## src/fpd_cfg.svh

```systemverilog
`ifndef FPD_CFG_SVH
`define FPD_CFG_SVH

// ----------------------------------------
// register indices, byte address is index * 4
// ----------------------------------------
`define FPD_IDX_ENH_CFG 8'h45
`define FPD_IDX_PWM_RPM_CFG 8'h4A
`define FPD_IDX_DUTY 8'h4C
`define FPD_IDX_FREQ 8'h4D
`define FPD_IDX_STATUS 8'h4E
`define FPD_ADDR_W 10

// ----------------------------------------
// field positions
// ----------------------------------------
`define FPD_BIT_HIGH_RES 4
`define FPD_BIT_BASE_CLK 3
`define FPD_FREQ_MSB 4
`define FPD_DUTY_LO_MSB 5
`define FPD_ST_HIRES 0
`define FPD_ST_SLOW 1
`define FPD_ST_ACTIVE 2
`define FPD_ST_PIN 3

// ----------------------------------------
// reset values and mode constants
// ----------------------------------------
`define FPD_RST_ENH_CFG 8'h00
`define FPD_RST_PWM_RPM_CFG 8'h00
`define FPD_RST_DUTY 8'h00
`define FPD_RST_FREQ 8'h08
`define FPD_HIRES_FREQ 5'h08
`define FPD_HIRES_FULL 8'hFF
`define FPD_FREQ_ZERO 5'h00
`define FPD_FREQ_ONE 5'h01

// ----------------------------------------
// timing: rates in Hz, cycle counts derived
// ----------------------------------------
`define FPD_CLK_HZ 250000000
`define FPD_FAST_BASE_HZ 360000
`define FPD_HIRES_OUT_HZ 22500
`define FPD_SLOW_PER_FAST 256
`define FPD_FAST_DIV (`FPD_CLK_HZ / `FPD_FAST_BASE_HZ)
`define FPD_HIRES_DIV (`FPD_CLK_HZ / (`FPD_HIRES_OUT_HZ * 255))

`endif

```

## src/fpd_pkg.sv

```systemverilog
package fpd_pkg;
  typedef enum logic [1:0] {
    FPD_BASE_FAST,
    FPD_BASE_SLOW,
    FPD_BASE_HIRES
  } fpd_base_t;
  typedef logic [7:0] fpd_byte_t;
endpackage

```

## src/fpd_tick_div.sv

```systemverilog
`timescale 1ns/10ps
// ----------------------------------------
// enable divider: one pulse every DIV enabled cycles
// ----------------------------------------
module fpd_tick_div #(
  parameter int DIV = 694
) (
  // clock and reset
  input wire logic clk,
  input wire logic arst_n,
  // enable in, tick out
  input wire logic en,
  output logic tick
);
  localparam int W = (DIV > 1) ? $clog2(DIV) : 1;
  localparam logic [W-1:0] LAST = W'(DIV - 1);

  logic [W-1:0] cnt_reg;
  logic [W-1:0] cnt_next;
  logic tick_reg;
  logic tick_next;

  always_comb begin
    cnt_next = cnt_reg;
    tick_next = 1'b0;
    if (en) begin
      if (cnt_reg == LAST) begin
        cnt_next = '0;
        tick_next = 1'b1;
      end else begin
        cnt_next = cnt_reg + W'(1);
      end
    end
  end

  always_ff @(posedge clk or negedge arst_n) begin
    if (!arst_n) begin
      cnt_reg <= '0;
      tick_reg <= 1'b0;
    end else begin
      cnt_reg <= cnt_next;
      tick_reg <= tick_next;
    end
  end

  assign tick = tick_reg;
endmodule // fpd_tick_div

```

## src/fpd_pwm_gen.sv

```systemverilog
// The APB register port is this design's own decision.
`timescale 1ns/10ps
`include "fpd_cfg.svh"
module fpd_pwm_gen #(
  parameter int FAST_DIV = `FPD_FAST_DIV,
  parameter int HIRES_DIV = `FPD_HIRES_DIV,
  parameter int SLOW_PER_FAST = `FPD_SLOW_PER_FAST
) (
  // clock and reset
  input wire logic clk,
  input wire logic arst_n,
  // apb slave
  input wire logic psel,
  input wire logic penable,
  input wire logic pwrite,
  input wire logic [`FPD_ADDR_W-1:0] paddr,
  input wire logic [31:0] pwdata,
  output logic [31:0] prdata,
  output logic pready,
  output logic pslverr,
  // open-drain fan pwm pin
  input wire logic fan_pwm_in,
  output logic fan_pwm_out,
  output logic fan_pwm_oe
);
  import fpd_pkg::*;

  // ----------------------------------------
  // registers
  // ----------------------------------------
  fpd_byte_t enh_cfg_reg, enh_cfg_next;
  fpd_byte_t rpm_cfg_reg, rpm_cfg_next;
  fpd_byte_t duty_reg, duty_next;
  fpd_byte_t freq_reg, freq_next;
  logic [31:0] rdata_reg, rdata_next;
  logic [7:0] idx;
  logic addr_ok;
  logic wr_en;
  logic high_res_pwm_select;
  logic pwm_base_clock_select;
  fpd_byte_t status;

  assign idx = paddr[`FPD_ADDR_W-1:2];
  assign addr_ok = (paddr[1:0] == 2'h0) && (idx == `FPD_IDX_ENH_CFG || idx == `FPD_IDX_PWM_RPM_CFG
                   || idx == `FPD_IDX_DUTY || idx == `FPD_IDX_FREQ || idx == `FPD_IDX_STATUS);
  assign wr_en = psel && penable && pwrite && addr_ok;
  // zero wait states: every access completes in its first access cycle
  assign pready = 1'b1;
  assign pslverr = psel && penable && !addr_ok;
  assign high_res_pwm_select = enh_cfg_reg[`FPD_BIT_HIGH_RES];
  assign pwm_base_clock_select = rpm_cfg_reg[`FPD_BIT_BASE_CLK];

  always_comb begin
    enh_cfg_next = enh_cfg_reg;
    rpm_cfg_next = rpm_cfg_reg;
    duty_next = duty_reg;
    freq_next = freq_reg;
    rdata_next = rdata_reg;
    if (wr_en) begin
      case (idx)
        `FPD_IDX_ENH_CFG: begin
          enh_cfg_next = pwdata[7:0];
        end
        `FPD_IDX_PWM_RPM_CFG: begin
          rpm_cfg_next = pwdata[7:0];
        end
        `FPD_IDX_DUTY: begin
          duty_next = pwdata[7:0];
        end
        `FPD_IDX_FREQ: begin
          freq_next = pwdata[7:0];
        end
        default: begin
          freq_next = freq_reg;
        end
      endcase
    end
    // read data captured in the setup cycle so it leaves a flip-flop
    // a refused address reads zero even when its index would decode
    if (psel && !penable && !addr_ok) begin
      rdata_next = 32'h00000000;
    end else if (psel && !penable) begin
      case (idx)
        `FPD_IDX_ENH_CFG: rdata_next = {24'h000000, enh_cfg_reg};
        `FPD_IDX_PWM_RPM_CFG: rdata_next = {24'h000000, rpm_cfg_reg};
        `FPD_IDX_DUTY: rdata_next = {24'h000000, duty_reg};
        `FPD_IDX_FREQ: rdata_next = {24'h000000, freq_reg};
        `FPD_IDX_STATUS: rdata_next = {24'h000000, status};
        default: rdata_next = 32'h00000000;
      endcase
    end
  end

  always_ff @(posedge clk or negedge arst_n) begin
    if (!arst_n) begin
      enh_cfg_reg <= `FPD_RST_ENH_CFG;
      rpm_cfg_reg <= `FPD_RST_PWM_RPM_CFG;
      duty_reg <= `FPD_RST_DUTY;
      freq_reg <= `FPD_RST_FREQ;
      rdata_reg <= 32'h00000000;
    end else begin
      enh_cfg_reg <= enh_cfg_next;
      rpm_cfg_reg <= rpm_cfg_next;
      duty_reg <= duty_next;
      freq_reg <= freq_next;
      rdata_reg <= rdata_next;
    end
  end

  assign prdata = rdata_reg;

  // ----------------------------------------
  // base clocks and mode select
  // ----------------------------------------
  logic fast_tick;
  logic slow_tick;
  logic hires_tick;
  logic hires;
  logic [4:0] freq_eff;
  fpd_base_t base_sel;
  logic base_tick;

  fpd_tick_div #(.DIV(FAST_DIV)) u_fast_div (
    .clk(clk),
    .arst_n(arst_n),
    .en(1'b1),
    .tick(fast_tick)
  );

  // the slow base is derived from the fast one so the two stay in ratio
  fpd_tick_div #(.DIV(SLOW_PER_FAST)) u_slow_div (
    .clk(clk),
    .arst_n(arst_n),
    .en(fast_tick),
    .tick(slow_tick)
  );

  fpd_tick_div #(.DIV(HIRES_DIV)) u_hires_div (
    .clk(clk),
    .arst_n(arst_n),
    .en(1'b1),
    .tick(hires_tick)
  );

  assign hires = high_res_pwm_select && !pwm_base_clock_select
                 && (freq_reg[`FPD_FREQ_MSB:0] == `FPD_HIRES_FREQ);
  // a frequency of zero behaves as one
  assign freq_eff = (freq_reg[`FPD_FREQ_MSB:0] == `FPD_FREQ_ZERO) ? `FPD_FREQ_ONE
                    : freq_reg[`FPD_FREQ_MSB:0];

  always_comb begin
    if (hires) begin
      base_sel = FPD_BASE_HIRES;
    end else if (pwm_base_clock_select) begin
      base_sel = FPD_BASE_SLOW;
    end else begin
      base_sel = FPD_BASE_FAST;
    end
    case (base_sel)
      FPD_BASE_HIRES: base_tick = hires_tick;
      FPD_BASE_SLOW: base_tick = slow_tick;
      FPD_BASE_FAST: base_tick = fast_tick;
      default: base_tick = fast_tick;
    endcase
  end

  // ----------------------------------------
  // period counter and compare
  // ----------------------------------------
  fpd_byte_t full_scale;
  fpd_byte_t duty_eff;
  fpd_byte_t cnt_reg, cnt_next;
  logic active_reg, active_next;
  logic [1:0] pin_sync_reg;

  assign full_scale = hires ? `FPD_HIRES_FULL : {2'h0, freq_eff, 1'b0};
  assign duty_eff = hires ? duty_reg : {2'h0, duty_reg[`FPD_DUTY_LO_MSB:0]};

  always_comb begin
    cnt_next = cnt_reg;
    // wrap also when a smaller period is written mid-cycle
    if (base_tick) begin
      if (cnt_reg >= full_scale - 8'h01) begin
        cnt_next = 8'h00;
      end else begin
        cnt_next = cnt_reg + 8'h01;
      end
    end
    active_next = (cnt_next < duty_eff);
  end

  always_ff @(posedge clk or negedge arst_n) begin
    if (!arst_n) begin
      cnt_reg <= 8'h00;
      active_reg <= 1'b0;
      pin_sync_reg <= 2'h0;
    end else begin
      cnt_reg <= cnt_next;
      active_reg <= active_next;
      pin_sync_reg <= {pin_sync_reg[0], fan_pwm_in};
    end
  end

  // active drive is released high by the fan pull-up, inactive pulls low
  assign fan_pwm_out = 1'b0;
  assign fan_pwm_oe = !active_reg;

  always_comb begin
    status = 8'h00;
    status[`FPD_ST_HIRES] = hires;
    status[`FPD_ST_SLOW] = (base_sel == FPD_BASE_SLOW);
    status[`FPD_ST_ACTIVE] = active_reg;
    status[`FPD_ST_PIN] = pin_sync_reg[1];
  end

  // ----------------------------------------
  // assertions
  // ----------------------------------------
  property p_hires_needs_all;
    @(posedge clk) disable iff (!arst_n)
    (wr_en && idx == `FPD_IDX_ENH_CFG && !pwdata[`FPD_BIT_HIGH_RES]) |=> !hires;
  endproperty
  a_hires_needs_all: assert property (p_hires_needs_all) else $error("hi-res kept without select bit");

  property p_slow_base;
    @(posedge clk) disable iff (!arst_n)
    pwm_base_clock_select |-> (!hires && base_tick == slow_tick);
  endproperty
  a_slow_base: assert property (p_slow_base) else $error("slow base clock not used");

  property p_hires_full_on;
    @(posedge clk) disable iff (!arst_n)
    (hires && duty_reg == `FPD_HIRES_FULL) [*2] |-> fan_pwm_oe == 1'b0;
  endproperty
  a_hires_full_on: assert property (p_hires_full_on) else $error("all ones not full duty");

  property p_freq_gate;
    @(posedge clk) disable iff (!arst_n)
    (wr_en && idx == `FPD_IDX_FREQ && pwdata[`FPD_FREQ_MSB:0] != `FPD_HIRES_FREQ) |=> !hires;
  endproperty
  a_freq_gate: assert property (p_freq_gate) else $error("hi-res with frequency not eight");

  property p_full_scale;
    @(posedge clk) disable iff (!arst_n)
    (!hires && freq_reg[`FPD_FREQ_MSB:0] == 5'h10) |-> full_scale == 8'h20;
  endproperty
  a_full_scale: assert property (p_full_scale) else $error("full scale not twice frequency");

  property p_zero_duty;
    @(posedge clk) disable iff (!arst_n)
    (duty_eff == 8'h00) [*2] |-> fan_pwm_oe;
  endproperty
  a_zero_duty: assert property (p_zero_duty) else $error("output active at zero duty");

  property p_low_six;
    @(posedge clk) disable iff (!arst_n)
    !hires |-> duty_eff[7:6] == 2'h0;
  endproperty
  a_low_six: assert property (p_low_six) else $error("upper duty bits used in normal mode");

  property p_period_wrap;
    @(posedge clk) disable iff (!arst_n)
    (base_tick && cnt_reg == full_scale - 8'h01 && $stable(full_scale)) |=> cnt_reg == 8'h00;
  endproperty
  a_period_wrap: assert property (p_period_wrap) else $error("period did not wrap at full scale");

  property p_count_holds;
    @(posedge clk) disable iff (!arst_n)
    !base_tick |=> $stable(cnt_reg);
  endproperty
  a_count_holds: assert property (p_count_holds) else $error("count moved without base tick");

  property p_hires_base;
    @(posedge clk) disable iff (!arst_n)
    hires |-> base_tick == hires_tick;
  endproperty
  a_hires_base: assert property (p_hires_base) else $error("hi-res mode not on its own base tick");

  property p_fast_base;
    @(posedge clk) disable iff (!arst_n)
    (!hires && !pwm_base_clock_select) |-> base_tick == fast_tick;
  endproperty
  a_fast_base: assert property (p_fast_base) else $error("fast base clock not used");

  property p_hires_byte;
    @(posedge clk) disable iff (!arst_n)
    hires |-> (full_scale == `FPD_HIRES_FULL && duty_eff == duty_reg);
  endproperty
  a_hires_byte: assert property (p_hires_byte) else $error("hi-res not using the full duty byte");

  property p_active_compare;
    @(posedge clk) disable iff (!arst_n)
    1'b1 |=> active_reg == (cnt_reg < $past(duty_eff));
  endproperty
  a_active_compare: assert property (p_active_compare) else $error("output level not count below duty");

  property p_count_range;
    @(posedge clk) disable iff (!arst_n)
    base_tick |=> (cnt_reg < full_scale) || $changed(full_scale);
  endproperty
  a_count_range: assert property (p_count_range) else $error("count left the period range");
endmodule // fpd_pwm_gen

```

## config.mk

```make
export PLATFORM = sky130hd
export DESIGN_NAME = fpd_pwm_gen
export DESIGN_NICKNAME = d
export VERILOG_FILES = /design/src/fpd_pkg.sv /design/src/fpd_tick_div.sv /design/src/fpd_pwm_gen.sv
export VERILOG_INCLUDE_DIRS = /design/src
export SDC_FILE = /design/constraint.sdc
export NUM_CORES = 1
export LEC_CHECK = 0
export BUFFER_PORTS_ARGS = -buffer_cell sky130_fd_sc_hd__buf_2
export CORE_AREA = 3 3 123 125
export CTS_BUF_LIST = sky130_fd_sc_hd__clkbuf_4
export DETAILED_ROUTE_END_ITERATION = 8
export DIE_AREA = 0 0 126 128
export PLACE_DENSITY_LB_ADDON = 0.08
export SKIP_LAST_GASP = 1
export SLEW_MARGIN = 20
export SYNTH_ARGS = -nofsm -noshare
export SYNTH_HDL_FRONTEND = slang
export SYNTH_SLANG_ARGS = --single-unit
export TNS_END_PERCENT = 1
```

## constraint.sdc

```tcl
create_clock -name clk -period 4.4 [get_ports clk]
set_input_delay 0.66 -clock clk [delete_from_list [all_inputs] [get_ports clk]]
set_output_delay 0.66 -clock clk [all_outputs]
set_load 0.01 [all_outputs]
```

* After elaboration in Yosys (flattened, before gate mapping)
Index checks and enable logic that the tools add are counted.
** Word-level totals
- Bits in registers :: 102
- Word-level logic and storage cells :: 74
- Input bits :: 48
- Output and inout bits :: 36
** Cells by class
- Reduce and logical (&&, ||, !) cells :: 24
- Eq/ne operators :: 11
- Multiplexer cells :: 18
- $lt $le $gt $ge :: 2
- $add $sub $neg :: 5
** Operators with widths (number)
- two-way mux 32 bit :: 2
- equality test 8 x 7 -> 1 bit, second input constant :: 5
- two-way mux 8 bit :: 5
- case mux 8 bit (5 select lines) :: 1
- adder 8 x 1 -> 8 bit, second input constant :: 2
- adder 10 x 1 -> 10 bit, second input constant :: 1
- equality test 10 bit, second input constant :: 1
- two-way mux 10 bit :: 1
- logical AND 1 bit :: 9
- equality test 8 bit, second input constant :: 1
- greater-or-equal comparator 8 bit :: 1
- less-than comparator 8 bit :: 1
- AND reduction 2 bit :: 4
- subtractor 8 x 1 -> 8 bit, second input constant :: 1
- adder 6 x 1 -> 6 bit, second input constant :: 1
- equality test 6 bit, second input constant :: 1
- two-way mux 6 bit :: 1
- equality test 5 x 4 -> 1 bit, second input constant :: 1
- logical NOT 5 bit :: 1
- two-way mux 1 bit :: 5
- two-way mux 5 bit :: 1
- logical NOT 1 bit :: 4
- logical OR 1 bit :: 4
- equality test 2 x 1 -> 1 bit, second input constant :: 1
- 5 further kinds :: 5

* Logic depth before layout (Yosys ltp)
Gate-level depths: netlist of run 1.
- Depth after elaboration :: 9
- Gate-level depth with buffers :: 16
- Gate-level depth less buffers :: 16

* Modules after synthesis
From an unflattened synthesis of run 1, not the netlist that was laid out.
** Second synthesis, totals
- Cell total of the unflattened synthesis :: 402
- Area, all modules :: 4473.0 µm²
** By module, submodules not included
- fpd_pwm_gen :: times used 1, cells each 279, sequential area each 1277.5 µm², area an instance 3119.2 µm²
- fpd_tick_div at u_fast_div :: times used 1, cells each 54, sequential area each 275.3 µm², area an instance 573.0 µm²
- fpd_tick_div at u_slow_div :: times used 1, cells each 37, sequential area each 225.2 µm², area an instance 422.9 µm²
- fpd_tick_div at u_hires_div :: times used 1, cells each 32, sequential area each 175.2 µm², area an instance 357.8 µm²

* Worst setup path before layout of run 1
No wires, ideal clock.
- Path kind :: register -> register
- From :: register freq_reg[2]
- To :: register active_reg
- Stages on the path, launching flop included :: 16
- Path slack :: 0.627 ns
- Setup time :: 0.082 ns
- Arrival time :: 3.690 ns
- Data required time :: 4.318 ns
- Cell sequence :: dfrtp_1 > or3_1 > o21bai_1 > nor2_1 > xnor2_1 > ha_1 > nor2_1 > or3_1 > o221ai_1 > o21ai_0 > a22o_2 > ha_1 > a21oi_1 > o21ai_0 > a311o_2 > o22ai_1
** Between the ends
- Cells in the longest elaborated chain, start to end :: 8
** RTL lines
- from (decl) :: line fpd_pwm_gen.sv:34 : fpd_byte_t freq_reg, freq_next;
- from (signal assigned) :: line fpd_pwm_gen.sv:99 : freq_reg <= `FPD_RST_FREQ;
- from (signal assigned) :: line fpd_pwm_gen.sv:105 : freq_reg <= freq_next;
- equality test 5 x 4 -> 1 bit (no line) or logical NOT 5 bit (tied branches)
- logical AND 1 bit or two-way mux 5 bit (tied branches) :: line fpd_pwm_gen.sv:145, fpd_pwm_gen.sv:148
- two-way mux 8 bit :: line fpd_pwm_gen.sv:176 : assign full_scale = hires ? `FPD_HIRES_FULL : {2'h0, freq_eff, 1'b0};
- subtractor 8 x 1 -> 8 bit :: line fpd_pwm_gen.sv:183 : if (cnt_reg >= full_scale - 8'h01) begin
- greater-or-equal comparator 8 bit :: line fpd_pwm_gen.sv:183
- two-way mux 8 bit :: line fpd_pwm_gen.sv:183
- two-way mux 8 bit * :: line fpd_pwm_gen.sv:182 : if (base_tick) begin
- via cnt_next[7] :: line fpd_pwm_gen.sv:172 : fpd_byte_t cnt_reg, cnt_next;
- less-than comparator 8 bit * :: line fpd_pwm_gen.sv:189 : active_next = (cnt_next < duty_eff);
- via active_next :: line fpd_pwm_gen.sv:173 : logic active_reg, active_next;
- to (signal assigned) :: line fpd_pwm_gen.sv:199 : active_reg <= active_next;
- to (decl) :: line fpd_pwm_gen.sv:173
Mark *: on every way through the listed nets, which the timed path passes. The rest lies on a longest branch.
A chain may end at the register's enable or synchronous reset.

* Final worst setup path of run 1
Same ends and word-level chain as after synthesis.

==> results of run 1 <==
[cells in the final DEF, fill, tap and decap left out, drive strengths merged, types with 11 or more instances in the layout]
cell type,count
mux2,37
a21oi,13
inv,16
ha,21
conb,26
clkbuf,11
nand2,30
dfrtp,77
buf,40
nand3,13
o21ai,25
nor2,31
[layer usage]
layer  part of all wire (%)  routed length [um]  global-route usage [%]
met5                      0                   0                       0
met4                    1.3                 123                    3.60
met3                    4.9                 463                    4.17
met2                     46                4360                    19.0
met1                     48                4560                    17.3
[path summary, 6_finish.rpt]
| path | start | end | slack (ns) | depth (start not counted) |
|---|---|---|---|---|
| setup reg to reg | freq_reg[2] | active_reg | 0.37 | 15 |
| hold / removal | arst_n | cnt_reg[0] | 0.21 | 1 |
| hold reg to reg | pin_sync_reg[0] | pin_sync_reg[1] | 0.38 | 0 |
| setup / recovery | freq_reg[2] | active_reg | 0.37 | 15 |
| max in group asynchronous | arst_n | u_slow_div.cnt_reg[3] | 3.66 | 1 |
| min in group clk | fan_pwm_in | pin_sync_reg[0] | 0.32 | 1 |
[area by class of cell]
| cell class | instances | share of cell area [%] |
|---|---|---|
| Multi-Input combinational cell | 292 | 44.8 |
| Sequential cell | 78 | 41.9 |
| Tap cell | 180 | 4.83 |
| Timing Repair Buffer | 40 | 4.80 |
| Clock buffer | 11 | 1.77 |
| Inverter | 16 | 1.34 |
| Clock inverter | 5 | 0.563 |
[kinds of logic (layout without fill, tap and decap cells)]
group | count (synthesis) | count (layout)
XOR/XNOR | 17 | 17
buffers and inverters | 49 | 72
adder cells (fa/ha/maj) | 21 | 21
AND/OR/NAND/NOR | 118 | 118
AO/OA/AOI/OAI | 66 | 66
flip-flops | 78 | 78
multiplexers | 44 | 44
other | 2 | 26
[critical path: cells and delay by family (launching register included)]
kind            cells  cell delay, ns
compound gates      8            1.77
simple gates        4            0.94
fa+ha+maj           2            0.60
flops               1            0.49
xor+xnor            1            0.14
[power by group through the flow]
stage               registers [mW]  logic (mW)  clock network (mW)
finish                       0.720      0.0651               0.382
detailed placement           0.734      0.0664                   0
global route                 0.721      0.0743               0.442
floorplan                    0.734      0.0464                   0
global placement             0.734      0.0659                   0
CTS                          0.721      0.0665               0.410
[stage by stage]
step	util, %	worst slack, ns
2_1_floorplan	-	0.627
3_3_place_gp	32.5	0.221
3_5_place_dp	32.5	0.208
4_1_cts	33.2	0.172
5_1_grt	33.3	0.0262
6_report	33.3	0.366
[repair_timing]
| item | 4_1_cts | 5_1_grt |
|---|---|---|
| gates resized for setup | 0 | 2 |
| endpoints found under the setup margin | 0 | 1 |
| setup buffers | 0 | 0 |
==> impl_metrics.py, run 1 <==
metrics = {
    "power": {
        "power.switching_mw": 0.307,
        "seqPwrFrac_pct": 61.7,
        "power.total_mw": 1.17,
        "comb_power_share_pct": 5.6,
        "vdd_drop_max_mv": 0.172,
        "powerDensity_nw_per_um2": 250,
        "p_clk_share_pct": 32.7,
        "p_int_mw": 0.860,
        "sw_frac_of_total_pct": 26.3,
        "p_leak_nw": 2.23,
    },
    "die": {
        "ioPinCount": 84,
        "row_count": 43,
        "core_region_area_um2": 14000,
        "die_h_um": 128,
        "initial_utilization_pct": 30.2,
        "die_area_um2": 16100,
        "chipWidth_um": 126,
    },
    "worst_setup_path": {
        "critPathSlowestCell": "dfrtp_1",
        "end_kind": "flip-flop",
        "critPathKind": "flip-flop to flip-flop",
        "worstPathCellList": "or3_1, o21bai_2, nor2_1, xnor2_1, ha_1, nor2_1, or3_1, o221ai_2, o21ai_0, a22o_2, ha_1, a21oi_1, o21ai_0, a311o_2, o22ai_1",
        "cp.required_ns": 4.77,
        "cp-start-kind": "flip-flop",
        "path_max_fanout": 7,
        "critical_path_arrival_ns": 4.41,
        "slowest_delay_ns": 0.49,
    },
    "synthesis": {
        "synth_most_common_cell": "dfrtp_1",
        "yosys.cell_types.count": 52,
        "synth_enable_flop_cells": 0,
        "synth_area_um2": 4230,
        "synth_cells": 395,
        "synth-xor-area-share_pct": 3.52,
        "syn_avg_cell_area_um2": 10.7,
        "yosys.area.top_type": "dfrtp_1",
        "synthSimpleGateAreaFrac_pct": 15.3,
        "async_flop_share_pct": 100,
        "ys_ff_latch": 78,
        "synth_common_cells": "77 x dfrtp_1, 36 x mux2_2, 30 x nand2_1, 30 x nor2_1, 26 x buf_4",
        "yosys.area.top_type_share_pct": 45.5,
        "synth_area_leaders": "dfrtp_1 46%, mux2_2 9.6%, ha_1 6.2%",
        "yosysSeqAreaShare_pct": 46.2,
        "synth-compound-area-share_pct": 9.97,
        "ys.flop_type": "dfrtp_1",
        "synthAdderAreaFrac_pct": 6.21,
        "yosysWarnings": 0,
        "synth_top_family_by_area": "simple AND/OR/NAND/NOR gates",
        "synthMuxAreaShare_pct": 11.9,
    },
    "placement": {
        "gp_congestion": 0.743,
        "placed_cells_incl_taps": 606,
        "hpwl_um": 6710,
        "numPortBuffers": 33,
        "place_area_um2": 4540,
    },
    "route": {
        "routedWlPerCell_um": 15.3,
        "ant_nets": 0,
        "routed_wl_um": 9500,
        "vias": 2916,
        "via_per_inst": 4.69,
        "first_pass_iters": 4,
        "drt_iter0_drc": 127,
        "drc": 0,
    },
    "clock_tree": {
        "clk_pin_slew_ns": 0.13,
        "numCtsBuffers": 9,
        "cts.path.max_buffers": 2,
        "htree_levels": 3,
        "cts_tree": "yes",
        "postCtsHoldBufs": 0,
        "clk_latency_ns": 0.45,
        "cts_root_buffer": "clkbuf_4",
        "cts.sinks": 78,
    },
    "timing": {
        "slew_viol_final": 0,
        "fmax_mhz": 248,
        "fin_setup_tns_ns": 0,
        "worst_hold_slack_ns": 0.213,
        "setup_viol_count_final": 0,
        "finalCritPeriodShare_pct": 91.7,
        "hold_viol": 0,
        "worstMarginPinSlew_ns": 0.741,
        "finalCriticalPeriod_ns": 4.03,
        "rsz0062_at_grt": "false",
        "relSlewSlack_pct": 50.6,
        "fin_skew_ns": 0.0112,
    },
    "cells_and_area": {
        "fillers": 1461,
        "nets": 506,
        "seq_area_um2": 1950,
        "area_growth_pct": 10.3,
        "antenna_cells": 0,
        "finalNonFillerCells": 622,
        "largest_reg_flops": 10,
        "multi_input_area_um2": 2090,
        "layout-drive-gt1-share_pct": 25.1,
        "fin_area_um2": 4660,
    },
    "worst_hold_path": {
        "hold_path.class": "primary input to asynchronous set/reset pin",
    },
    "global_routing": {
        "antenna_found_initial": 0,
        "overflow": 0,
        "grt_pass1_wl_um": 15800,
        "grt_usage_pct": 12.6,
        "grt_start_max_net_pins": 79,
        "first_global_vias": 2881,
    },
    "status": {
        "status": "finished, final reports clean",
    },
    "job": {
        "drv_cap": 0,
    },
}
(Power assumes the default switching activity.)
==> run 2: changes to the inputs <==
- CTS_BUF_LIST: sky130_fd_sc_hd__clkbuf_4 -> unset
==> run 2 against run 1 <==
  * Hold slack gained 0.12 ns
  * Largest power group unchanged
  * Utilization rose by 1.3 points
  * Setup slack improved by 0.0093 ns
==> impl_metrics.py, run 2 (synthesis gave the netlist of run 1 again) <==
metrics = {
    "status": {
        "status": "finished, final reports clean",
    },
    "clock_tree": {
        "htree_levels": 3,
        "cts.sinks": 78,
        "clk_latency_ns": 0.33,
        "post_cts_buffers": 0,
        "cts.path.max_buffers": 2,
        "clk_pin_slew_ns": 0.06,
        "numCtsBuffers": 9,
        "cts_tree": "yes",
        "cts_root_buffer": "clkbuf_16",
    },
    "power": {
        "seqPwrFrac_pct": 47.9,
        "comb_power_share_pct": 4.3,
        "sw_frac_of_total_pct": 22.5,
        "power.switching_mw": 0.338,
        "p_leak_nw": 2.31,
        "p_int_mw": 1.17,
        "p_clk_share_pct": 47.8,
        "powerDensity_nw_per_um2": 311,
        "vdd_drop_max_mv": 0.210,
    },
    "global_routing": {
        "first_global_vias": 2876,
        "busiest_layer": "met2",
        "grt_usage_pct": 12.6,
        "overflow": 0,
        "antenna_found_initial": 0,
        "grt_start_max_net_pins": 79,
        "grt_pass1_wl_um": 15800,
        "grt_use_met3_pct": 4.42,
        "grt_util_met1_pct": 17.3,
        "met2_usage_pct": 19.1,
    },
    "timing": {
        "worst_slack_ns": 0.375,
        "rsz0062_at_grt": "false",
        "worstMarginPinSlew_ns": 0.762,
        "relSlewSlack_pct": 49.2,
        "finalCriticalPeriod_ns": 4.02,
        "fin_setup_tns_ns": 0,
        "finalCritPeriodShare_pct": 91.5,
        "setup_viol_count_final": 0,
        "fin_skew_ns": 0.00301,
        "fmax_mhz": 248,
        "slew_viol_final": 0,
        "hold_viol": 0,
    },
    "job": {
        "drv_cap": 0,
    },
    "cells_and_area": {
        "fillers": 1444,
        "nets": 506,
        "layout-drive-gt1-share_pct": 25.3,
        "antenna_cells": 0,
        "area_growth_pct": 14.5,
        "largest_reg_flops": 10,
        "seq_area_um2": 1950,
        "multi_input_area_um2": 2090,
        "final_cell_mix": "77 x dfrtp_1, 36 x mux2_2, 32 x buf_2, 30 x nor2_1, 30 x nand2_1",
        "final_common_cell": "dfrtp_1",
        "final_core_util_pct": 34.6,
    },
    "die": {
        "ioPinCount": 84,
        "initial_utilization_pct": 30.2,
        "core_region_area_um2": 14000,
        "die_h_um": 128,
        "row_count": 43,
        "die_area_um2": 16100,
        "chipWidth_um": 126,
    },
    "route": {
        "routed_wl_um": 9510,
        "first_pass_iters": 4,
        "via_per_inst": 4.65,
        "ant_nets": 0,
        "drc": 0,
        "routedWlPerCell_um": 15.3,
        "drt_iter0_drc": 120,
        "vias": 2891,
    },
    "worst_setup_path": {
        "r2r_cells": 16,
        "ff2ff_setup_slack_ns": 0.38,
        "path_max_fanout": 7,
        "cp-start-kind": "flip-flop",
        "critPathKind": "flip-flop to flip-flop",
        "end_kind": "flip-flop",
        "reg2reg_from": "freq_reg[2]",
        "cp.required_ns": 4.65,
        "critical_path_arrival_ns": 4.27,
        "r2r_end": "active_reg",
    },
    "placement": {
        "hpwl_um": 6710,
        "numPortBuffers": 33,
        "gp_congestion": 0.743,
        "pre_cts_ws_ns": 0.208,
    },
    "worst_hold_path": {
        "hold_path.class": "primary input to asynchronous set/reset pin",
    },
}
run 2: cell count changes in the layout (fill, tap and decap cells not counted):
cell | before | now
clkbuf_4 | 11 | 0
clkbuf_8 | 0 | 3
clkbuf_16 | 0 | 9
clkbuf_1 | 0 | 2
clkinv_1 | 3 | 0
run 2: worst max path at each step:
stage                      startpoint         end  slack, ns  depth (start not counted)
after floorplan           freq_reg[2]  active_reg       0.63                         15
after global placement    freq_reg[2]  active_reg       0.22                         15
after detailed placement  freq_reg[2]  active_reg       0.21                         15
after CTS                 freq_reg[2]  active_reg       0.19                         15
after global routing      freq_reg[2]  active_reg       0.04                         16
final                     freq_reg[2]  active_reg       0.38                         16
run 2: power groups by stage:
stage                     combinational [mW]  sequential (mW)  clock, mW
after floorplan                       0.0464            0.734          0
after global placement                0.0659            0.734          0
after detailed placement              0.0664            0.734          0
after CTS                             0.0664            0.721      0.751
after global routing                  0.0742            0.721      0.784
final                                 0.0651            0.721      0.719
run 2: repair_timing:
item | 4_1_cts | 5_1_grt
hold buffers | 0 | 0
gates resized for setup | 0 | 2
setup endpoints to repair | 0 | 1
run 2: through the flow:
step	total power, mW	area, um^2	hold slack, ns	std cells
final	1.50	4840	0.333	622
after global routing	1.58	4840	0.380	622
after CTS	1.54	4830	0.359	622
after detailed placement	0.801	4540	0.346	606
after global placement	0.800	4540	0.339	606
after floorplan	0.780	4320	0.331	419
run 2: metal layers:
layer  vias to the layer above  part of all wire [%]  routed length, um
met2                        59                    46               4350
met3                         5                   4.6                441
li1                       1423                     -                  -
met1                      1404                    49               4630
met4                         0                  0.98                 93
met5                         -                     0                  0
run 2: layout make-up:
| cell class | instances | share of cell area (%) |
|---|---|---|
| multi-input cells | 292 | 43.2 |
| flip-flops and latches | 78 | 40.3 |
| clock buffers | 14 | 5.66 |
| well taps | 180 | 4.65 |
| repair buffers | 40 | 4.62 |
| inverters | 16 | 1.29 |
| clock inverters | 2 | 0.310 |
run 2: worst max-delay path: stages (launching register included):
cell and delay (ns):
dfrtp_1 0.46, or3_1 0.43, o21bai_2 0.18, nor2_1 0.09, xnor2_1 0.14, ha_1 0.28, nor2_1 0.04, or3_1 0.38
o221ai_2 0.32, buf_4 0.20, o21ai_0 0.08, a22o_2 0.28, ha_1 0.30, a21oi_1 0.19, o21ai_0 0.11, a311o_2 0.31
o22ai_1 0.14
